--- config.mk ---
export PLATFORM = sky130hd
export DESIGN_NAME = motor_driver_spi_status_port
export DESIGN_NICKNAME = d
export VERILOG_FILES = /design/src/rtl/spi_status_pkg.sv /design/src/rtl/sync_two.sv /design/src/rtl/motor_driver_spi_status_port.sv
export SDC_FILE = /design/constraint.sdc
export NUM_CORES = 1
export LEC_CHECK = 0
export BUFFER_PORTS_ARGS = -buffer_cell sky130_fd_sc_hd__buf_2
export CORE_MARGIN = 2
export CORE_UTILIZATION = 30
export CTS_BUF_LIST = sky130_fd_sc_hd__clkbuf_2
export CTS_CLUSTER_SIZE = 30
export DETAILED_ROUTE_END_ITERATION = 16
export GPL_ROUTABILITY_DRIVEN = 0
export HOLD_SLACK_MARGIN = 0.08
export SLEW_MARGIN = 40
export SYNTH_ARGS = -nofsm -noshare
export SYNTH_HDL_FRONTEND = slang
export SYNTH_SLANG_ARGS = --single-unit
--- constraint.sdc ---
create_clock -name clk -period 2.46 [get_ports clk]
set_clock_uncertainty 0.1 [all_clocks]
set_input_delay 0.123 -clock clk [delete_from_list [all_inputs] [get_ports clk]]
set_output_delay 0.123 -clock clk [all_outputs]
set_load 0.02 [all_outputs]
--- src/rtl/spi_status_pkg.sv ---
package spi_status_pkg;

  // ----------------------------------------------------------------
  // Frame layout
  // ----------------------------------------------------------------
  localparam int FRAME_BITS = 16;
  localparam int RW_POS = 15;
  localparam int ADDR_HI = 14;
  localparam int ADDR_LO = 9;
  localparam int PARITY_POS = 8;
  localparam logic [5:0] ADDR_LAST = 6'h0c;

  // ----------------------------------------------------------------
  // Register offsets and reset values
  // ----------------------------------------------------------------
  localparam logic [5:0] OFS_FAULT_SUMMARY = 6'h00;
  localparam logic [5:0] OFS_DRIVER_DETAIL = 6'h01;
  localparam logic [5:0] OFS_SUPPLY_LINK = 6'h02;
  localparam logic [5:0] OFS_CONTROL_FIRST = 6'h03;
  localparam logic [7:0] RESET_BYTE = 8'h00;

  // ----------------------------------------------------------------
  // Field positions
  // ----------------------------------------------------------------
  localparam int SUM_FAULT = 0;
  localparam int SUM_OVERTEMP = 1;
  localparam int SUM_OVERVOLT = 2;
  localparam int SUM_POR_BAR = 3;
  localparam int SUM_OVERCUR = 4;
  localparam int SUM_SERIAL = 5;
  localparam int SUM_BUCK = 6;
  localparam int S2_ADDR_ERR = 0;
  localparam int S2_FRAME_ERR = 1;
  localparam int S2_PARITY_ERR = 2;
  localparam int CTRL_CLEAR_BIT = 0;

  // ----------------------------------------------------------------
  // Timing
  // ----------------------------------------------------------------
  localparam int CLK_MHZ = 125;
  localparam int RESET_WINDOW_US = 20;
  localparam int RESET_WINDOW_CYC = RESET_WINDOW_US * CLK_MHZ;

endpackage

--- src/rtl/sync_two.sv ---
`timescale 1ns/1ps
`default_nettype none
module sync_two #(
  parameter int W = 1
) (
  input wire logic clk,
  input wire logic reset,
  input wire logic [W-1:0] async_in,
  output logic [W-1:0] sync_out
);
  logic [W-1:0] first_reg;

  // ----------------------------------------------------------------
  // Two-stage synchroniser.
  // ----------------------------------------------------------------
  always_ff @(posedge clk) begin
    if (reset) begin
      first_reg <= '0;
      sync_out <= '0;
    end else begin
      first_reg <= async_in;
      sync_out <= first_reg;
    end
  end
endmodule
`default_nettype wire

--- src/rtl/motor_driver_spi_status_port.sv ---
`timescale 1ns/1ps
`default_nettype none
module motor_driver_spi_status_port
  import spi_status_pkg::*;
#(
  parameter int RESET_WINDOW = RESET_WINDOW_CYC
) (
  input wire logic clk,
  input wire logic reset,
  input wire logic serial_clk,
  input wire logic serial_in,
  input wire logic chip_select_bar,
  output logic serial_out,
  output logic serial_out_en,
  input wire logic sleep_bar_pin,
  input wire logic driver_disable_pin,
  input wire logic [2:0] high_side_input,
  input wire logic [2:0] low_side_input,
  input wire logic overtemp_flag,
  input wire logic overvoltage_flag,
  input wire logic overcurrent_flag,
  input wire logic buck_fault,
  input wire logic supply_por_bar,
  input wire logic [7:0] driver_detail_in,
  input wire logic [4:0] supply_detail_in,
  output logic [2:0] high_side_gate,
  output logic [2:0] low_side_gate,
  output logic fault_out_bar,
  output logic shutdown_req
);

  typedef struct packed {
    logic sclk_d;
    logic csb_d;
    logic [15:0] shift_in;
    logic [15:0] shift_out;
    logic [4:0] bit_count;
    logic overrun;
    logic sdo;
    logic sdo_en;
    logic [9:0][7:0] ctrl;
    logic frame_error;
    logic bad_address_error;
    logic parity_error;
    logic drv_latched;
    logic sleep_d;
    logic asleep;
    logic [31:0] low_count;
    logic [2:0] hs;
    logic [2:0] ls;
    logic fault_bar;
    logic shut;
  } state_t;

  state_t cur_reg, cur_next;
  logic [4:0] pins_s;
  logic sclk_s, sdi_s, csb_s, sleep_s, doff_s;
  logic cs_sel_s, sleep_req_s;
  logic [7:0] summary_v, status_two_reg, detail_v;
  logic serial_fault_summary;
  logic driver_fault_live;
  logic [7:0] reg_data [0:15];

  // ----------------------------------------------------------------
  // Pin synchronisers.
  // ----------------------------------------------------------------
  sync_two #(.W(5)) u_sync (
    .clk(clk),
    .reset(reset),
    .async_in({serial_clk, serial_in, ~chip_select_bar, ~sleep_bar_pin,
               driver_disable_pin}),
    .sync_out(pins_s)
  );
  // Select and sleep pass inverted, so the cleared synchroniser reads as
  // deselected and awake and no false edge follows reset.
  assign {sclk_s, sdi_s, cs_sel_s, sleep_req_s, doff_s} = pins_s;
  assign csb_s = ~cs_sel_s;
  assign sleep_s = ~sleep_req_s;

  // ----------------------------------------------------------------
  // Status view.
  // ----------------------------------------------------------------
  assign driver_fault_live = overcurrent_flag & ~doff_s;
  assign serial_fault_summary = cur_reg.frame_error |
                                cur_reg.bad_address_error |
                                cur_reg.parity_error;
  assign status_two_reg = {1'b0, supply_detail_in[3:0],
                           cur_reg.parity_error, cur_reg.frame_error,
                           cur_reg.bad_address_error};
  assign detail_v = driver_detail_in;
  always_comb begin
    summary_v = 8'h00;
    summary_v[SUM_OVERTEMP] = overtemp_flag;
    summary_v[SUM_OVERVOLT] = overvoltage_flag;
    summary_v[SUM_POR_BAR] = supply_por_bar;
    summary_v[SUM_OVERCUR] = driver_fault_live | cur_reg.drv_latched;
    summary_v[SUM_SERIAL] = serial_fault_summary;
    summary_v[SUM_BUCK] = buck_fault;
    summary_v[SUM_FAULT] = overtemp_flag | overvoltage_flag |
                           summary_v[SUM_OVERCUR] | buck_fault |
                           serial_fault_summary;
  end

  generate
    for (genvar i = 0; i < 16; i++) begin : g_map
      if (i == 0) begin : g_sum
        assign reg_data[i] = summary_v;
      end else if (i == 1) begin : g_det
        assign reg_data[i] = detail_v;
      end else if (i == 2) begin : g_st2
        assign reg_data[i] = status_two_reg;
      end else if (i >= 3 && i <= 12) begin : g_ctl
        assign reg_data[i] = cur_reg.ctrl[i-3];
      end else begin : g_none
        assign reg_data[i] = RESET_BYTE;
      end
    end
  endgenerate

  // ----------------------------------------------------------------
  // Next state.
  // ----------------------------------------------------------------
  always_comb begin
    logic sclk_rise, sclk_fall, cs_fall, cs_rise, frame_ok, clr;
    logic [15:0] word;
    logic [5:0] addr;
    logic [7:0] old;
    sclk_rise = 1'b0;
    sclk_fall = 1'b0;
    cs_fall = 1'b0;
    cs_rise = 1'b0;
    frame_ok = 1'b0;
    clr = 1'b0;
    word = 16'h0000;
    addr = 6'h00;
    old = 8'h00;
    cur_next = cur_reg;
    cur_next.sclk_d = sclk_s;
    cur_next.csb_d = csb_s;
    cur_next.sleep_d = sleep_s;
    sclk_rise = sclk_s & ~cur_reg.sclk_d;
    sclk_fall = ~sclk_s & cur_reg.sclk_d;
    cs_fall = ~csb_s & cur_reg.csb_d;
    cs_rise = csb_s & ~cur_reg.csb_d;

    if (cs_fall) begin
      cur_next.bit_count = 5'h00;
      cur_next.overrun = 1'b0;
      cur_next.sdo_en = 1'b1;
      cur_next.shift_out = {summary_v, 8'h00};
      cur_next.sdo = summary_v[7];
    end else if (!csb_s && !cur_reg.csb_d) begin
      if (sclk_fall) begin
        cur_next.shift_in = {cur_reg.shift_in[14:0], sdi_s};
        if (cur_reg.bit_count == 5'(FRAME_BITS)) begin
          cur_next.overrun = 1'b1;
        end else begin
          cur_next.bit_count = cur_reg.bit_count + 5'h01;
        end
        if (cur_reg.bit_count == 5'h07) begin
          addr = {cur_reg.shift_in[5:0]};
          // Seven shifts have passed, so the data byte sits at bits 14..7.
          cur_next.shift_out[14:7] = reg_data[addr[3:0]];
          if (addr > ADDR_LAST) begin
            cur_next.shift_out[14:7] = RESET_BYTE;
          end
        end
      end
      if (sclk_rise && cur_reg.bit_count != 5'h00) begin
        cur_next.shift_out = {cur_reg.shift_out[14:0], 1'b0};
        cur_next.sdo = cur_reg.shift_out[14];
      end
    end

    if (cs_rise) begin
      cur_next.sdo_en = 1'b0;
      frame_ok = (cur_reg.bit_count == 5'(FRAME_BITS)) & ~cur_reg.overrun;
      word = cur_reg.shift_in;
      addr = word[ADDR_HI:ADDR_LO];
      if (!frame_ok) begin
        cur_next.frame_error = 1'b1;
      end else if (^word) begin
        cur_next.parity_error = 1'b1;
      end else if (addr > ADDR_LAST) begin
        cur_next.bad_address_error = 1'b1;
      end else if (!word[RW_POS] &&
                   addr >= OFS_CONTROL_FIRST) begin
        cur_next.ctrl[addr - OFS_CONTROL_FIRST] = word[7:0];
        clr = (addr == OFS_CONTROL_FIRST) & word[CTRL_CLEAR_BIT];
      end
    end

    // Sleep-pin low phase timing.
    if (!sleep_s) begin
      if (cur_reg.low_count < 32'(RESET_WINDOW)) begin
        cur_next.low_count = cur_reg.low_count + 32'h1;
      end else begin
        cur_next.asleep = 1'b1;
      end
    end else begin
      cur_next.low_count = 32'h0;
      if (!cur_reg.sleep_d && !cur_reg.asleep) begin
        clr = 1'b1;
      end
      cur_next.asleep = 1'b0;
    end

    if (clr) begin
      cur_next.frame_error = 1'b0;
      cur_next.bad_address_error = 1'b0;
      cur_next.parity_error = 1'b0;
      cur_next.drv_latched = 1'b0;
      cur_next.ctrl[0][CTRL_CLEAR_BIT] = 1'b0;
    end
    if (driver_fault_live) begin
      cur_next.drv_latched = 1'b1;
    end
    // Error sets are applied again after the clear, so that a set wins.
    if (cs_rise && !frame_ok) begin
      cur_next.frame_error = 1'b1;
    end
    if (cs_rise && frame_ok && (^word)) begin
      cur_next.parity_error = 1'b1;
    end
    if (cs_rise && frame_ok && !(^word) && addr > ADDR_LAST) begin
      cur_next.bad_address_error = 1'b1;
    end

    if (cur_reg.asleep) begin
      for (int k = 0; k < 10; k++) begin
        cur_next.ctrl[k] = RESET_BYTE;
      end
      cur_next.frame_error = 1'b0;
      cur_next.bad_address_error = 1'b0;
      cur_next.parity_error = 1'b0;
      cur_next.drv_latched = 1'b0;
      cur_next.sdo_en = 1'b0;
    end

    cur_next.shut = cur_reg.asleep;
    if (doff_s || cur_reg.drv_latched || cur_reg.asleep) begin
      cur_next.hs = 3'h0;
      cur_next.ls = 3'h0;
    end else begin
      cur_next.hs = high_side_input;
      cur_next.ls = low_side_input;
    end
    cur_next.fault_bar = ~summary_v[SUM_FAULT];
  end

  always_ff @(posedge clk) begin
    if (reset) begin
      cur_reg <= '0;
      cur_reg.csb_d <= 1'b1;
      cur_reg.sleep_d <= 1'b1;
      cur_reg.fault_bar <= 1'b1;
    end else begin
      cur_reg <= cur_next;
    end
  end

  assign serial_out = cur_reg.sdo;
  assign serial_out_en = cur_reg.sdo_en;
  assign high_side_gate = cur_reg.hs;
  assign low_side_gate = cur_reg.ls;
  assign fault_out_bar = cur_reg.fault_bar;
  assign shutdown_req = cur_reg.shut;

  // ----------------------------------------------------------------
  // Assertions.
  // ----------------------------------------------------------------
  frame_err_a: assert property (@(posedge clk) disable iff (reset)
    ($rose(csb_s) && !cur_reg.asleep &&
     (cur_reg.bit_count != 5'h10 || cur_reg.overrun))
      |=> cur_reg.frame_error)
    else $error("bad frame length did not set frame error");
  hiz_a: assert property (@(posedge clk) disable iff (reset)
    (csb_s && $past(csb_s)) |=> !cur_reg.sdo_en)
    else $error("data-out driven while deselected");
  gate_off_a: assert property (@(posedge clk) disable iff (reset)
    doff_s |=> (cur_reg.hs == 3'h0 && cur_reg.ls == 3'h0))
    else $error("gates on while driver disabled");
  serial_sum_a: assert property (@(posedge clk) disable iff (reset)
    serial_fault_summary |=> !fault_out_bar)
    else $error("serial fault not reported as a fault");
  por_bit_a: assert property (@(posedge clk) disable iff (reset)
    $fell(csb_s)
      |=> cur_reg.shift_out[8 + SUM_POR_BAR] == $past(supply_por_bar))
    else $error("power-on bit wrong");
  sleep_clear_a: assert property (@(posedge clk) disable iff (reset)
    cur_reg.asleep |=> !cur_reg.frame_error && cur_reg.ctrl[0] == 8'h00)
    else $error("registers not reset in sleep");
  status_two_a: assert property (@(posedge clk) disable iff (reset)
    $rose(cur_reg.parity_error)
      |-> $past(csb_s && !cur_reg.csb_d && (^cur_reg.shift_in)))
    else $error("parity error set without an odd frame");
  first_bit_a: assert property (@(posedge clk) disable iff (reset)
    $fell(csb_s) |=> cur_reg.sdo == $past(summary_v[7]))
    else $error("status msb not first");
  no_write_a: assert property (@(posedge clk) disable iff (reset)
    (csb_s && !cur_reg.csb_d && !cur_reg.asleep &&
     !(sleep_s && !cur_reg.sleep_d) &&
     (cur_reg.bit_count != 5'h10 || cur_reg.overrun ||
      (^cur_reg.shift_in) || cur_reg.shift_in[RW_POS] ||
      cur_reg.shift_in[ADDR_HI:ADDR_LO] > ADDR_LAST))
      |=> cur_reg.ctrl == $past(cur_reg.ctrl))
    else $error("rejected or read frame changed a register");
  sleep_window_a: assert property (@(posedge clk) disable iff (reset)
    (!sleep_s && cur_reg.low_count >= 32'(RESET_WINDOW)) |=> cur_reg.asleep)
    else $error("long sleep low phase did not shut down");
  frame_cov: cover property (@(posedge clk) $rose(csb_s) &&
    cur_reg.bit_count == 5'h10);
  write_cov: cover property (@(posedge clk) cur_reg.ctrl[1] != 8'h00);
  pulse_cov: cover property (@(posedge clk) $rose(sleep_s));
  parity_cov: cover property (@(posedge clk) $rose(cur_reg.parity_error));
  shut_cov: cover property (@(posedge clk) $rose(cur_reg.asleep));
endmodule
`default_nettype wire

# --- Word-level counts from Yosys, hierarchy flattened ---
# Index checks and enable logic that the tools add are counted.
word_totals:
  reg_bits: 170
  elab_cells: 169
op_classes:
  add_sub_neg: 3
  order_cmp: 8
  eq_ne: 5
  mux: 41
  bitwise_logic: 29
  n_reduce_logical: 50
op_table:
  columns: ["cell", "count"]
  rows:
  - ["$bwmux W80", 1]
  - ["$mux W8", 6]
  - ["$mux W22", 2]
  - ["$mux W6", 6]
  - ["$add A32 B1 Y32 const B", 1]
  - ["$bmux W8 S4", 1]
  - ["$demux W8 S4", 1]
  - ["$lt A32 B12 Y1 const B", 1]
  - ["$reduce_xor A16 Y1", 2]
  - ["$reduce_bool A3 Y1", 9]
  - ["$gt A6 B4 Y1 const B", 3]
  - ["$mux W1", 18]
  - ["$reduce_and A3 Y1", 6]
  - ["$mux W16", 1]
  - ["$mux W15", 1]
  - ["$not A1 Y1", 14]
  - ["$logic_and A1 B1 Y1", 10]
  - ["$reduce_bool A2 Y1", 4]
  - ["$reduce_or A2 Y1", 4]
  - ["$and A1 B1 Y1", 7]
  - ["$or A1 B1 Y1", 7]
  - ["$eq A6 B2 Y1 const B", 1]
  - ["$ge A6 B1 Y1 const B", 1]
  - ["$ge A6 B2 Y1 const B", 1]
  - ["other kinds (19)", 28]

# --- Longest topological paths before layout ---
depth:
  ltp_word: 15
  depth_mapped: 10
  mapped_depth_nobuf: 8

# --- Modules after synthesis ---
# A second synthesis with hierarchy kept.
hier_totals:
  hier_cells: 765
  hier_area_um2: 7613.6
by_module_without_submodules:
  columns: ["module", "instances", "cells_per_inst", "area_each_um2"]
  rows:
  - ["motor_driver_spi_status_port", 1, 745, 7350.8]
  - ["sync_two", 1, 20, 262.8]

# --- Worst setup path after synthesis ---
# No wires, ideal clock.
synth_path:
  kind: "reg2reg"
  startpoint: "reg cur_reg[150] (netlist name)"
  endpoint: "reg cur_reg[90] (netlist name)"
  t_arrival_ns: 2.442
  required_ns: 2.232
  path_slack_ns: -0.209
  path_stages_with_launch: 10
  path_buffers: 3
  period_less_slack_ns: 2.669
  cell_sequence: "dfxtp_1 buf_2 buf_2 inv_2 ha_1 xnor3_1 buf_4 nand3_2 mux2i_1 nor2_1"
synth_between:
  elab_chain_cells: 3
synth_lines:
  columns: ["element", "line_no", "source"]
  rows:
  - ["start, declared", "motor_driver_spi_status_port.sv:55", "state_t cur_reg, cur_next;"]
  - ["start signal, assigned", "motor_driver_spi_status_port.sv:258", "cur_reg <= cur_next;"]
  - ["$reduce_xor A16 Y1", "motor_driver_spi_status_port.sv:182", "end else if (^word) begin"]
  - ["$not A1 Y1 (no source line)", null, null]
  - ["$reduce_and A5 Y1 (no source line)", null, null]
# No other way between the ends.
# A chain may end at the register's enable or synchronous reset.

# --- Worst setup path in the final report ---
layout_path:
  startpoint: "reg cur_reg[161] (netlist name)"
  endpoint: "reg cur_reg[49] (netlist name)"
layout_between:
  elab_chain_cells: 6
  word_cells_on_any_way: 14
layout_lines:
  columns: ["element", "line_no", "source"]
  rows:
  - ["$sub A6 B2 Y6", "motor_driver_spi_status_port.sv:188", "cur_next.ctrl[addr - OFS_CONTROL_FIRST] = word[7:0];"]
  - ["$ge A6 B1 Y1 (implied by the code) or $lt A6 B5 Y1 (tied branches)", "motor_driver_spi_status_port.sv:188", null]
  - ["$logic_and A1 B1 Y1 (implied by the code)", "motor_driver_spi_status_port.sv:188", null]
  - ["$mux W8 (implied by the code)", "motor_driver_spi_status_port.sv:188", null]
  - ["$demux W8 S4", "motor_driver_spi_status_port.sv:188", null]
  - ["$bwmux W80", "motor_driver_spi_status_port.sv:188", null]
# Parallel ways exist; a longest one is shown, timed or not.

==> flow_metrics.tcl <==
set metrics [dict create \
    worst_pin_slew_ps 605 \
    nets 917 \
    fmax_ghz 0.421 \
    finalWorstSetupSlack_ps 83.1 \
    clk_latency_ps 760 \
    hold_class "in -> reg" \
    crit_path_max_fanout 8 \
    initialDrtViolationCount 377 \
    r2r_end "cur_reg[49]$_SDFFE_PP0P_" \
    fin_total_pwr_mw 4.44 \
    rr_startpoint "cur_reg[161]$_SDFFE_PP0P_" \
    r2r_slack_ps 80 \
    crit_path_end_kind "flop" \
    arrival_ps 2940 \
    cts_inserted_buffers 17 \
    wl_per_cell_microns 14.8 \
    rr_worst_depth 10 \
    synth.cell_area_sq_um 7680 \
    rsz0062_at_grt "yes" \
    yosysWarningCount 0 \
    area_delta_synth_final_pct 19.9 \
    hold_depth 3 \
    swShare 0.260 \
    final_antenna_net_count 0 \
    path_depth 10 \
    grt_overflow 0 \
    power_density_nw_per_um2 482 \
    slowest_delay_ps 490 \
    final.setup.tns_ps 0 \
    drive_above_1_share 0.199 \
    pre_cts_slack_ps 18.5 \
    via_count 5737 \
    grt_max_degree 45 \
    synthDistinctLibCells 61 \
    synth_nets 821 \
    leakage_nw 3.92 \
    clockRootBuffer "clkbuf_2" \
    antenna_found_initial 0 \
    pwr-share-clk 0.321 \
    grt_pass1_vias 5629 \
    synth_top_flop_cell "dfxtp_1" \
    ir_drop_v 0.000420 \
    critical_path.cell_chain "inv_2, ha_4, nand2_2, or4b_4, a311oi_4, buf_6, buf_12, nand4_4, mux2i_1, nor2_1" \
    grt_pass1_wl_microns 29500 \
    drv_slew 0 \
    viasPerCell 4.70 \
    clock-sinks 170 \
    htree_levels 4 \
    syn_avg_cell_area_sq_um 9.83 \
    worstSetupStartpoint "cur_reg[161]$_SDFFE_PP0P_" \
    die_h_microns 164 \
    grt.total_usage 0.140 \
    largest_reg_flops 150 \
    drc_errors 0 \
    core.rowCount 58 \
    cp-start-kind "flop" \
    endpoint "cur_reg[49]$_SDFFE_PP0P_" \
    cap_violations 0 \
    async_reset_ff_frac 0 \
    cp_slowest_cell "or4b_4" \
    crit_type "reg -> reg" \
    status "finished, final reports clean" \
    dp_hpwl_microns 12100 \
    finalCriticalPeriod_ps 2380 \
    clkSlewWorstSetupHoldPaths_ps 240 \
    die_w_microns 164 \
    synth_edf_count 0 \
    switchingPower_mw 1.15 \
    ys_seq_elements 170 \
    cts_tree "yes" \
    power_frac_comb 0.049 \
    synth_cells 781 \
    whs_ps 168 \
    firstDrtPassIters 5 \
    crit_family "simple AND/OR/NAND/NOR gates" \
    ios 41 \
    post-route-period-util 0.966 \
    setup_viol 0 \
    nFillCells 2537 \
    start_util 0.305 \
    core_area_sq_um 25200 \
    relSlewSlack 0.591 \
    wl_microns 18000 \
    dieArea_sq_um 26900 \
    critPathBufInv 3 \
    seq_area_frac_synth 0.443 \
    p_int_mw 3.28 \
    power_frac_seq 0.630 \
    cts_buffer_depth 2 \
    io_buffer_count 39 \
    crit_required_ps 3020 \
    hold_viol 0 \
]
==> area by class of cell <==
class,count,area [sq um],share of cell area
antenna,1,2.50,0.000272
clock buffer,19,95.1,0.0103
clock inverter,13,120,0.0131
inverter,19,71.3,0.00775
multi-input combinational,536,3970,0.432
sequential,170,3410,0.371
tap,330,413,0.0449
timing repair buffer,133,1120,0.121
==> metal layers <==
layer	track usage	vias to the layer above	share of wire	wire, microns
met5	0	-	0	0
met2	0.231	75	0.47	8520
met3	0.0265	16	0.030	546
met1	0.188	2743	0.49	8740
met4	0.0375	0	0.012	211
li1	-	2903	-	-
==> placed cells by master, fill, tap and decap left out, types with 5 or more instances in the layout <==
cell type,n
mux2_2,5
a21oi_1,34
xor2_1,16
a31oi_1,11
xnor2_1,14
nand2_1,50
nand4_4,6
mux2i_1,85
dfxtp_1,165
buf_4,40
nand3_1,8
dlygate4sd3_1,45
buf_12,8
buf_2,39
ha_1,8
inv_1,17
clkbuf_2,19
nand4_1,8
a311oi_1,6
nor3_1,10
and2_1,27
nor4_1,9
nand2b_1,5
nor2_1,129
o21ai_0,11
nor2b_1,18
a211oi_1,5
mux4_2,21
==> how the worst min path moves through the flow <==
stage | from | end | slack [ps]
finish | reset | cur_reg[167]$_SDFF_PP0_ | 170
detailed placement | sleep_bar_pin | u_sync.first_reg[1]$_SDFF_PP0_ | 180
floorplan | sleep_bar_pin | u_sync.first_reg[1]$_SDFF_PP0_ | 90
global placement | chip_select_bar | u_sync.first_reg[2]$_SDFF_PP0_ | 180
CTS | reset | cur_reg[167]$_SDFF_PP0_ | 90
global route | reset | u_sync.sync_out[0]$_SDFF_PP0_ | 120
==> logic make-up (layout without fill, tap and decap cells) <==
| kind of cell | Yosys count | after routing | share of synthesized area |
|---|---|---|---|
| adder cells (fa/ha/maj) | 9 | 9 | 0.0147 |
| other | 0 | 1 | 0 |
| AND/OR/NAND/NOR | 296 | 296 | 0.198 |
| AO/OA/AOI/OAI | 87 | 87 | 0.0781 |
| buffers and inverters | 75 | 184 | 0.0432 |
| multiplexers | 111 | 111 | 0.180 |
| flip-flops | 170 | 170 | 0.443 |
| XOR/XNOR | 33 | 33 | 0.0430 |
==> Yosys cell counts, types with 2 or more instances <==
library cell	count	area [sq um]
a211o_1	2	17.5
a211oi_1	5	37.5
a21oi_1	34	170
a311oi_1	6	52.6
a31oi_1	11	68.8
a32oi_1	4	35.0
and2_1	27	169
and3_1	4	25.0
buf_1	5	18.8
buf_2	9	45.0
buf_4	8	60.1
clkbuf_1	32	120
dfxtp_1	170	3400
ha_1	9	113
inv_1	18	67.6
mux2_2	5	56.3
mux2i_1	85	851
mux4_2	21	473
nand2_1	51	191
nand2b_1	5	31.3
nand3_1	8	40.0
nand4_1	8	50.1
nand4_2	2	25.0
nand4_4	6	128
nor2_1	129	484
nor2b_1	19	119
nor3_1	10	50.1
nor3b_1	3	22.5
nor4_1	9	56.3
nor4b_1	2	17.5
o21ai_0	11	55.1
or2_2	4	25.0
xnor2_1	14	123
xnor3_1	3	67.6
xor2_1	16	140
==> power groups by stage <==
stage	Combinational, mW	Clock, mW	Sequential (mW)
finish	0.217	1.42	2.80
global route	0.239	1.59	2.80
CTS	0.218	1.47	2.80
detailed placement	0.164	0	2.85
global placement	0.163	0	2.85
floorplan	0.101	0	2.85
==> repair_timing <==
| item | 4_1_cts | 5_1_grt |
|---|---|---|
| pin swaps | 1 | 10 |
| buffers inserted | 0 | 5 |
| hold buffers | 45 | 0 |
| endpoints found under the hold margin | 82 | 0 |
| resized for setup | 1 | 6 |
| endpoints found under the setup margin | 3 | 72 |
==> worst register-to-register path, cell delays in order (launching register included) <==
cell and delay, ps:
dfxtp_2 370, inv_2 70, ha_4 140, nand2_2 60, or4b_4 490, a311oi_4 230, buf_6 160, buf_12 140
nand4_4 250, mux2i_1 240, nor2_1 60
==> stage by stage <==
stage          instance area, sq um  std cells   util
2_1_floorplan                  7700        781      -
3_3_place_gp                   8470       1138  0.336
3_5_place_dp                   8480       1138  0.337
4_1_cts                        9150       1215  0.363
5_1_grt                        9200       1220  0.365
6_report                       9200       1221  0.365
Note: power is estimated with default switching activity, not from simulation.
